File: src/logic/spu_rx_consts.vh
`ifndef SPU_RX_CONSTS_VH
`define SPU_RX_CONSTS_VH

// Register byte offsets
`define SPU_OFS_CTRL     5'h00
`define SPU_OFS_BAUD_LO  5'h04
`define SPU_OFS_BAUD_HI  5'h08
`define SPU_OFS_RX_STAT  5'h0C
`define SPU_OFS_RX_DATA  5'h10
`define SPU_OFS_INT_ST   5'h14
`define SPU_OFS_INT_EN   5'h18
`define SPU_OFS_INT_CLR  5'h1C

// Control field positions
`define SPU_CTL_PEN      0
`define SPU_CTL_SYNC     1
`define SPU_CTL_CONTINUOUS_RECEIVE_ENABLE     2
`define SPU_CTL_RX9      3
`define SPU_CTL_ADDRESS_DETECT_ENABLE    4
`define SPU_CTL_HSPD     5
`define SPU_CTL_WIDE     6
`define SPU_CTL_W        7

// Receive status field positions
`define SPU_ST_BIT9      0
`define SPU_ST_FERR      1
`define SPU_ST_OVR       2
`define SPU_ST_RFLAG     3

// Interrupt event bits
`define SPU_EV_RX        0
`define SPU_EV_OVR       1
`define SPU_EV_FERR      2
`define SPU_EV_W         3

// Reset values
`define SPU_CTRL_RST     7'h00
`define SPU_BAUD_RST     8'h00
`define SPU_EV_RST       3'h0

// Generator ticks per bit time
`define SPU_TPB_SLOW     7'h40
`define SPU_TPB_MID      7'h10
`define SPU_TPB_FAST     7'h04

`endif

File: src/logic/spu_rx.v
// The placing of the registers and register access over Avalon-MM are this design's own decisions.
`timescale 1ns/1ns
`include "spu_rx_consts.vh"

module spu_rx #(
    parameter ADDR_W = 5,
    parameter DATA_W = 32
) (
    // Clock and reset
    input  wire              i_mclk,
    input  wire              i_rst_n,
    // Avalon-MM slave
    input  wire [ADDR_W-1:0] i_address,
    input  wire              i_read,
    input  wire              i_write,
    input  wire [DATA_W-1:0] i_writedata,
    output wire [DATA_W-1:0] o_readdata,
    output wire              o_waitrequest,
    // Serial line and interrupt
    input  wire              i_rxd,
    output wire              o_irq
);

    localparam ST_IDLE  = 2'h0;
    localparam ST_START = 2'h1;
    localparam ST_DATA  = 2'h2;
    localparam ST_STOP  = 2'h3;

    ////////////////////////////////////////////////////////////////////////
    // Ticks of the generator per bit time
    function [6:0] tpb;
        input hspd;
        input wide;
        begin
            case ({wide, hspd})
                2'b00:   tpb = `SPU_TPB_SLOW;
                2'b11:   tpb = `SPU_TPB_FAST;
                default: tpb = `SPU_TPB_MID;
            endcase
        end
    endfunction

    ////////////////////////////////////////////////////////////////////////
    reg  [`SPU_CTL_W-1:0] ctrl_ff;
    reg  [7:0]            baud_lo_ff;
    reg  [7:0]            baud_hi_ff;
    reg  [`SPU_EV_W-1:0]  int_en_ff;
    reg  [`SPU_EV_W-1:0]  int_st_ff;
    reg                   wait_ff;
    reg  [DATA_W-1:0]     rdata_ff;
    reg                   irq_ff;
    reg  [15:0]           brg_cnt_ff;
    reg  [1:0]            st_ff;
    reg  [6:0]            tcnt_ff;
    reg  [3:0]            bit_idx_ff;
    reg  [8:0]            shift_ff;
    reg                   rxd_prev_ff;
    reg                   ovr_ff;
    reg  [9:0]            buf_ff [0:1];
    reg                   wr_ptr_ff;
    reg                   rd_ptr_ff;
    reg  [1:0]            cnt_ff;
    reg  [DATA_W-1:0]     nxt_rdata;

    wire                  pen   = ctrl_ff[`SPU_CTL_PEN];
    wire                  continuous_receive_enable  = ctrl_ff[`SPU_CTL_CONTINUOUS_RECEIVE_ENABLE];
    wire                  rx9   = ctrl_ff[`SPU_CTL_RX9];
    wire                  address_detect_enable = ctrl_ff[`SPU_CTL_ADDRESS_DETECT_ENABLE];
    wire                  hspd  = ctrl_ff[`SPU_CTL_HSPD];
    wire                  wide  = ctrl_ff[`SPU_CTL_WIDE];

    // Receiver runs only in asynchronous mode with port and receive on
    wire                  rx_on = pen & ~ctrl_ff[`SPU_CTL_SYNC] & continuous_receive_enable;

    // Bus handshake: request taken while waitrequest high, done when low
    wire                  req   = i_read | i_write;
    wire                  done  = ~wait_ff & req;
    wire                  wr_en = done & i_write;
    wire                  rd_en = done & i_read;

    ////////////////////////////////////////////////////////////////////////
    // Baud tick generator
    wire [15:0]           div   = wide ? {baud_hi_ff, baud_lo_ff} : {8'h00, baud_lo_ff};
    wire                  tick  = (brg_cnt_ff == div);
    wire [6:0]            kpb   = tpb(hspd, wide);
    wire [6:0]            half  = {1'b0, kpb[6:1]};
    wire                  start_det = (st_ff == ST_IDLE) & rx_on & rxd_prev_ff & ~i_rxd;
    wire                  mid_smp  = tick & (tcnt_ff == half - 7'h01);
    wire                  bit_smp  = tick & (tcnt_ff == kpb - 7'h01);
    wire [3:0]            last_bit = rx9 ? 4'h8 : 4'h7;

    // Restart phase at each start edge so sampling lands mid-bit
    always @(posedge i_mclk) begin
        if (!i_rst_n || !rx_on || start_det || tick) begin
            brg_cnt_ff <= 16'h0000;
        end else begin
            brg_cnt_ff <= brg_cnt_ff + 16'h0001;
        end
    end

    ////////////////////////////////////////////////////////////////////////
    // Character assembly and buffer decisions
    wire                  stop_smp = (st_ff == ST_STOP) & bit_smp;
    wire [7:0]            rx_byte  = rx9 ? shift_ff[7:0] : shift_ff[8:1];
    wire                  rx_bit9  = rx9 & shift_ff[8];
    wire                  ferr     = ~i_rxd;
    wire                  addr_ok  = ~(rx9 & address_detect_enable & ~rx_bit9);
    wire                  pop      = rd_en & (i_address == `SPU_OFS_RX_DATA) &
                                     (cnt_ff != 2'h0);
    wire                  full     = (cnt_ff == 2'h2);
    wire                  push     = stop_smp & addr_ok & ~ovr_ff & (~full | pop);
    wire                  ovr_set  = stop_smp & addr_ok & ~ovr_ff & full & ~pop;
    wire [9:0]            head     = buf_ff[rd_ptr_ff];

    // Receive state machine
    always @(posedge i_mclk) begin
        if (!i_rst_n || !rx_on) begin
            st_ff      <= ST_IDLE;
            tcnt_ff    <= 7'h00;
            bit_idx_ff <= 4'h0;
            shift_ff   <= 9'h000;
        end else begin
            case (st_ff)
                ST_IDLE: begin
                    tcnt_ff <= 7'h00;
                    if (start_det) begin
                        st_ff <= ST_START;
                    end
                end
                ST_START: begin
                    if (mid_smp) begin
                        tcnt_ff    <= 7'h00;
                        bit_idx_ff <= 4'h0;
                        st_ff      <= i_rxd ? ST_IDLE : ST_DATA;
                    end else if (tick) begin
                        tcnt_ff <= tcnt_ff + 7'h01;
                    end
                end
                ST_DATA: begin
                    if (bit_smp) begin
                        tcnt_ff    <= 7'h00;
                        shift_ff   <= {i_rxd, shift_ff[8:1]};
                        bit_idx_ff <= bit_idx_ff + 4'h1;
                        if (bit_idx_ff == last_bit) begin
                            st_ff <= ST_STOP;
                        end
                    end else if (tick) begin
                        tcnt_ff <= tcnt_ff + 7'h01;
                    end
                end
                ST_STOP: begin
                    if (bit_smp) begin
                        tcnt_ff <= 7'h00;
                        st_ff   <= ST_IDLE;
                    end else if (tick) begin
                        tcnt_ff <= tcnt_ff + 7'h01;
                    end
                end
                default: begin
                    st_ff <= ST_IDLE;
                end
            endcase
        end
    end

    // Line history for start edge detection
    always @(posedge i_mclk) begin
        if (!i_rst_n) begin
            rxd_prev_ff <= 1'b1;
        end else begin
            rxd_prev_ff <= i_rxd;
        end
    end

    ////////////////////////////////////////////////////////////////////////
    // Two-character receive buffer
    genvar gi;
    generate
        for (gi = 0; gi < 2; gi = gi + 1) begin : g_buf
            always @(posedge i_mclk) begin
                if (!i_rst_n) begin
                    buf_ff[gi] <= 10'h000;
                end else if (push && (wr_ptr_ff == gi)) begin
                    buf_ff[gi] <= {ferr, rx_bit9, rx_byte};
                end
            end
        end
    endgenerate

    // Pointers and occupancy
    always @(posedge i_mclk) begin
        if (!i_rst_n) begin
            wr_ptr_ff <= 1'b0;
            rd_ptr_ff <= 1'b0;
            cnt_ff    <= 2'h0;
        end else begin
            if (push) begin
                wr_ptr_ff <= ~wr_ptr_ff;
            end
            if (pop) begin
                rd_ptr_ff <= ~rd_ptr_ff;
            end
            case ({push, pop})
                2'b10:   cnt_ff <= cnt_ff + 2'h1;
                2'b01:   cnt_ff <= cnt_ff - 2'h1;
                default: cnt_ff <= cnt_ff;
            endcase
        end
    end

    // Overrun flag, held until reception is switched off
    always @(posedge i_mclk) begin
        if (!i_rst_n || !continuous_receive_enable) begin
            ovr_ff <= 1'b0;
        end else if (ovr_set) begin
            ovr_ff <= 1'b1;
        end
    end

    ////////////////////////////////////////////////////////////////////////
    // Sticky events, set wins over clear
    wire [`SPU_EV_W-1:0]  ev_set = {push & ferr, ovr_set, push};
    wire [`SPU_EV_W-1:0]  ev_clr = (wr_en && (i_address == `SPU_OFS_INT_CLR)) ?
                                   i_writedata[`SPU_EV_W-1:0] : `SPU_EV_RST;

    always @(posedge i_mclk) begin
        if (!i_rst_n) begin
            int_st_ff <= `SPU_EV_RST;
            irq_ff    <= 1'b0;
        end else begin
            int_st_ff <= (int_st_ff & ~ev_clr) | ev_set;
            irq_ff    <= |(int_st_ff & int_en_ff);
        end
    end

    ////////////////////////////////////////////////////////////////////////
    // Register writes
    always @(posedge i_mclk) begin
        if (!i_rst_n) begin
            ctrl_ff    <= `SPU_CTRL_RST;
            baud_lo_ff <= `SPU_BAUD_RST;
            baud_hi_ff <= `SPU_BAUD_RST;
            int_en_ff  <= `SPU_EV_RST;
        end else if (wr_en) begin
            case (i_address)
                `SPU_OFS_CTRL:    ctrl_ff    <= i_writedata[`SPU_CTL_W-1:0];
                `SPU_OFS_BAUD_LO: baud_lo_ff <= i_writedata[7:0];
                `SPU_OFS_BAUD_HI: baud_hi_ff <= i_writedata[7:0];
                `SPU_OFS_INT_EN:  int_en_ff  <= i_writedata[`SPU_EV_W-1:0];
                default:          int_en_ff  <= int_en_ff;
            endcase
        end
    end

    // Read mux
    always @* begin
        nxt_rdata = {DATA_W{1'b0}};
        case (i_address)
            `SPU_OFS_CTRL:    nxt_rdata[`SPU_CTL_W-1:0] = ctrl_ff;
            `SPU_OFS_BAUD_LO: nxt_rdata[7:0] = baud_lo_ff;
            `SPU_OFS_BAUD_HI: nxt_rdata[7:0] = baud_hi_ff;
            `SPU_OFS_RX_STAT: begin
                nxt_rdata[`SPU_ST_BIT9]  = rx9 & (head[8] | address_detect_enable);
                nxt_rdata[`SPU_ST_FERR]  = head[9] & (cnt_ff != 2'h0);
                nxt_rdata[`SPU_ST_OVR]   = ovr_ff;
                nxt_rdata[`SPU_ST_RFLAG] = (cnt_ff != 2'h0);
            end
            `SPU_OFS_RX_DATA: nxt_rdata[7:0] = head[7:0];
            `SPU_OFS_INT_ST:  nxt_rdata[`SPU_EV_W-1:0] = int_st_ff;
            `SPU_OFS_INT_EN:  nxt_rdata[`SPU_EV_W-1:0] = int_en_ff;
            default:          nxt_rdata = {DATA_W{1'b0}};
        endcase
    end

    // Handshake: one wait cycle, data captured when the request is taken
    always @(posedge i_mclk) begin
        if (!i_rst_n) begin
            wait_ff  <= 1'b1;
            rdata_ff <= {DATA_W{1'b0}};
        end else begin
            if (!wait_ff) begin
                wait_ff <= 1'b1;
            end else if (req) begin
                wait_ff <= 1'b0;
            end
            if (wait_ff && i_read) begin
                rdata_ff <= nxt_rdata;
            end
        end
    end

    ////////////////////////////////////////////////////////////////////////
    assign o_readdata    = rdata_ff;
    assign o_waitrequest = wait_ff;
    assign o_irq         = irq_ff;

endmodule // spu_rx

File: config.mk
export PLATFORM = sky130hd
export DESIGN_NAME = spu_rx
export DESIGN_NICKNAME = d
export VERILOG_FILES = /design/src/logic/spu_rx.v
export VERILOG_INCLUDE_DIRS = /design/src /design/src/logic
export SDC_FILE = /design/constraint.sdc
export NUM_CORES = 1
export LEC_CHECK = 0
export BUFFER_PORTS_ARGS = -buffer_cell sky130_fd_sc_hd__buf_2
export CAP_MARGIN = 20
export CELL_PAD_IN_SITES_DETAIL_PLACEMENT = 1
export CELL_PAD_IN_SITES_GLOBAL_PLACEMENT = 1
export CORE_MARGIN = 2
export CORE_UTILIZATION = 49
export CTS_BUF_LIST = sky130_fd_sc_hd__clkbuf_4 sky130_fd_sc_hd__clkbuf_8
export CTS_CLUSTER_SIZE = 28
export DETAILED_ROUTE_END_ITERATION = 10
export PLACE_DENSITY = 0.87
export RECOVER_POWER = 25
export SLEW_MARGIN = 30
export SYNTH_ARGS = -nofsm -noshare
export SYNTH_HDL_FRONTEND = slang
export SYNTH_SLANG_ARGS = --single-unit
File: constraint.sdc
create_clock -name i_mclk -period 6.2 [get_ports i_mclk]
set_input_delay 0.31 -clock i_mclk [delete_from_list [all_inputs] [get_ports i_mclk]]
set_output_delay 0.31 -clock i_mclk [all_outputs]
set_load 0.1 [all_outputs]
==> tab_implementation.tex <==
\begin{tabular}{lr}
\hline
Metric & Value \\
\hline
\multicolumn{2}{l}{\textbf{Run status}} \\
\quad Status & finished, violations left \\
\quad Violations in the final reports & capacitance limit, slew limit \\
\multicolumn{2}{l}{\textbf{Routing}} \\
\quad DR pass1 iterations & 5 \\
\quad Final antenna-violating net count & 0 \\
\quad Drt first-iter violations & between 200 and 300 \\
\quad Total wire length after detailed routing & 14,800 microns \\
\quad Via total after detailed routing & roughly 4,500 \\
\quad Routed wirelength normalized by instance count & 19.7 microns \\
\quad Residual DRC & 0 \\
\quad Detail-routed via count per cell & between 5 and 6 \\
\multicolumn{2}{l}{\textbf{Layout}} \\
\quad Fill count & between 1,000 and 1,500 \\
\quad Most common cell after layout, fill and taps aside & sky130\_fd\_sc\_hd\_\_dfxtp\_1 \\
\quad Final std cell area, no fill & 0.00585 sq mm \\
\quad Fin nets & 649 \\
\quad Post-route core utilization & 0.533 \\
\quad Commonest cells after routing, fill and taps aside & 84 x sky130\_fd\_sc\_hd\_\_dfxtp\_1, 57 x sky130\_fd\_sc\_hd\_\_nor2\_1, 51 x sky130\_fd\_sc\_hd\_\_nand2\_1 \\
\quad Fraction of layout cells with a size suffix above 1 & 0.0969 \\
\quad Layout overhead on the synthesized area & 5.19\% \\
\multicolumn{2}{l}{\textbf{Synthesis}} \\
\quad Largest area contributor in the netlist & sky130\_fd\_sc\_hd\_\_dfxtp\_1 \\
\quad Seq/Total Area, Yosys & 0.410 \\
\quad Synthesized cell area & 0.00557 sq mm \\
\quad Most area-consuming cells after synthesis & sky130\_fd\_sc\_hd\_\_dfxtp\_1 30\%, sky130\_fd\_sc\_hd\_\_edfxtp\_1 11\%, sky130\_fd\_sc\_hd\_\_mux2i\_1 8.6\%, sky130\_fd\_sc\_hd\_\_nor2b\_1 4.2\%, sky130\_fd\_sc\_hd\_\_nor2\_1 3.8\% \\
\quad Post-synth cell types & between 50 and 60 \\
\quad Post-Syn Area per Cell & 9.31 sq um \\
\quad Share of flip-flops with an asynchronous set or reset & 0 \\
\quad Top FF cell, synth & sky130\_fd\_sc\_hd\_\_dfxtp\_1 \\
\quad Fraction of post-synthesis cell area in the top cell type by area & 0.302 \\
\quad Gate Count Post-Synth & 598 \\
\quad Register bit total from synthesis & 104 \\
\quad Count of flip-flops with a built-in enable after synthesis & 20 \\
\quad Count of yosys warnings during synthesis & 0 \\
\multicolumn{2}{l}{\textbf{Critical path}} \\
\quad Critical path class & reg2reg \\
\quad CP Capture Type & flop \\
\quad Register-to-register setup slack & 2840 ps \\
\quad Critical register-to-register path endpoint & tcnt\_ff[3]\$\_SDFF\_PP0\_ \\
\quad Arrival time reported for the critical path endpoint & around 3600 ps \\
\quad Critical Path Source Type & flop \\
\quad Required time at the endpoint of the critical path & 6470 ps \\
\quad RR Startpoint & baud\_lo\_ff[5]\$\_SDFFE\_PN0P\_ \\
\quad Maximum fanout along the worst path & 20 \\
\quad R2r worst-path depth & 7 \\
\multicolumn{2}{l}{\textbf{Clock network}} \\
\quad Clock buffer count from CTS & 9 \\
\quad H-tree Lvls & 3 \\
\quad Post-cts resize count & 0 \\
\quad Clock sink total & 104 \\
\quad Clk\_lat worst skew & slightly below 400 ps \\
\quad Cts-stage hold buffer count & 0 \\
\quad Clock tree from TritonCTS & built \\
\quad Root Driver & sky130\_fd\_sc\_hd\_\_clkbuf\_8 \\
\quad Post-CTS setup repair buffer count & 0 \\
\quad Number of buffers on the longest clock path & 2 \\
\quad CTS clk-pin slew, worst paths & 110 ps \\
\multicolumn{2}{l}{\textbf{Global route}} \\
\quad Number of antenna violations at the first check in global routing & 1 \\
\quad Pin count of the biggest net entering global routing & 64 \\
\quad Number of global-route vias before repair & 4,623 \\
\quad First-pass GRT wire length & $\sim$24,000 microns \\
\quad Overflow left after global routing & 0 \\
\quad Total routing usage reported by global routing & 0.241 \\
\multicolumn{2}{l}{\textbf{STA}} \\
\quad Largest clock skew in the final design & 16.1 ps \\
\quad Number of max-slew violations in the final report & 64 \\
\quad Worst-margin pin slew & 2450 ps \\
\quad Endpoints failing hold & 0 \\
\quad Highest Clock Rate & between 200 and 300 MHz \\
\quad Headroom to the max-slew limit & -0.633 \\
\quad Minimum setup slack in the final design & 2840 ps \\
\quad Min cycle time layout & 3360 ps \\
\quad Setup violators final & 0 \\
\quad Final period utilization & 0.541 \\
\quad Total Neg Setup Slack & 0 ps \\
\quad Unrepaired setup endpoints after global routing & no \\
\multicolumn{2}{l}{\textbf{Placement}} \\
\quad Placed cell area & 0.00565 sq mm \\
\quad Dpl hpwl & 10,600 microns \\
\quad Setup slack after placement & 2830 ps \\
\quad PortBufs & 27 \\
\quad Routability cong. & about 0.84 \\
\multicolumn{2}{l}{\textbf{Floorplan}} \\
\quad Core area & around 0.011 sq mm \\
\quad Die area & approximately 0.012 sq mm \\
\quad Floorplan die height & 111 microns \\
\quad Initial core utilization & 0.507 \\
\quad X dimension of the die & 111 microns \\
\quad Count of boundary I/O pins & 76 \\
\quad Floorplan row count & 38 \\
\multicolumn{2}{l}{\textbf{Pwr}} \\
\quad Power per standard cell area & 218 mW/mm\^{}2 \\
\quad Standby leakage power & approximately 2.2 nW \\
\quad Worst supply voltage drop on vdd & around 0.12 mV \\
\multicolumn{2}{l}{\textbf{Min path}} \\
\quad Worst min-delay path endpoint & o\_waitrequest\$\_SDFF\_PN1\_ \\
\quad Worst hold path cell count & 2 \\
\quad Type of the tightest min-delay check & in2reg \\
\quad Hold wc startpoint & i\_write \\
\multicolumn{2}{l}{\textbf{Job}} \\
\quad Maximum Capacitance Violations & 1 \\
\hline
\end{tabular}
==> kinds of logic after synthesis <==
| kind of cell | Yosys count | share of synthesized area |
|---|---|---|
| simple gates | 243 | 0.233 |
| flops | 104 | 0.410 |
| compound gates | 88 | 0.112 |
| mux | 66 | 0.127 |
| buf+inv | 61 | 0.0600 |
| xor+xnor | 32 | 0.0504 |
| fa+ha+maj | 3 | 0.00675 |
| other cells | 1 | 0.000674 |
==> routing by layer <==
metal / up-vias / track usage / share of wire
met3: 31 / 0.0296 / 0.032
met4: 0 / 0.0950 / 0.026
met1: 2222 / 0.302 / 0.44
met5: - / 0 / 0
li1: 2103 / - / -
met2: 107 / 0.422 / 0.51
==> how the worst max path moves through the flow <==
stage | startpoint | end | slack, ps | cells after the start
2_1_floorplan | ctrl_ff[5]$_SDFFE_PN0P_ | buf_ff[1][0]$_SDFFCE_PN0P_ | 3780 | 8
3_3_place_gp | ctrl_ff[6]$_SDFFE_PN0P_ | tcnt_ff[0]$_SDFF_PP0_ | 2990 | 6
3_5_place_dp | ctrl_ff[6]$_SDFFE_PN0P_ | tcnt_ff[4]$_SDFF_PP0_ | 2830 | 6
4_1_cts | ctrl_ff[6]$_SDFFE_PN0P_ | tcnt_ff[3]$_SDFF_PP0_ | 2770 | 6
5_1_grt | ctrl_ff[6]$_SDFFE_PN0P_ | buf_ff[1][5]$_SDFFCE_PN0P_ | 2600 | 6
6_report | baud_lo_ff[5]$_SDFFE_PN0P_ | tcnt_ff[3]$_SDFF_PP0_ | 2840 | 7
==> cell type report <==
class / count / area (sq um) / share of cell area
clock inverter: 7 / 81.3 / 0.0139
sequential: 104 / 2280 / 0.390
clock buffer: 9 / 124 / 0.0212
timing repair buffer: 29 / 134 / 0.0229
inverter: 4 / 15.0 / 0.00256
tap: 140 / 175 / 0.0299
multi-input combinational: 456 / 3040 / 0.519
antenna: 1 / 2.50 / 0.000427
==> stage by stage <==
stage / power, mW / instances / hold WS [ps]
4_1_cts: 1.27 / 748 / 136
6_report: 1.28 / 750 / 132
5_1_grt: 1.31 / 750 / 147
2_1_floorplan: 0.831 / 621 / 426
3_5_place_dp: 0.841 / 732 / 458
3_3_place_gp: 0.839 / 732 / 439
==> Yosys cell counts (all sizes together) (9+ instances only) <==
cell / count
a22oi: 10
and2: 9
buf: 34
clkbuf: 23
dfxtp: 84
edfxtp: 20
mux2: 16
mux2i: 48
nand2: 51
nand2b: 10
nand3: 18
nand4: 9
nor2: 57
nor2b: 37
o21ai: 21
xor2: 24
==> critical path, stage by stage, from the launching register on <==
cell and delay (ps):
sky130_fd_sc_hd__dfxtp_1 360, sky130_fd_sc_hd__xor2_1 170, sky130_fd_sc_hd__nor4_1 790, sky130_fd_sc_hd__o211a_1 350
sky130_fd_sc_hd__nand3_1 520, sky130_fd_sc_hd__a222oi_1 690, sky130_fd_sc_hd__clkbuf_2 270, sky130_fd_sc_hd__a211oi_1 70
==> power by group <==
| part | total, mW | internal [mW] | leakage (nW) | switching (mW) |
|---|---|---|---|---|
| sequential | 0.700 | 0.696 | 0.867 | 0.00391 |
| combinational | 0.128 | 0.0190 | 1.27 | 0.109 |
| clock | 0.450 | 0.192 | 0.104 | 0.258 |
| total | 1.28 | 0.907 | 2.24 | 0.370 |
==> registers in the layout (all words and copies together), names as in the netlist, 3 cells and up, named ones only <==
signal / flops
buf_ff: 20
brg_cnt_ff: 16
shift_ff: 9
baud_hi_ff: 8
baud_lo_ff: 8
o_readdata: 8
ctrl_ff: 7
tcnt_ff: 7
bit_idx_ff: 4
int_en_ff: 3
int_st_ff: 3
(Power assumes the default switching activity.)
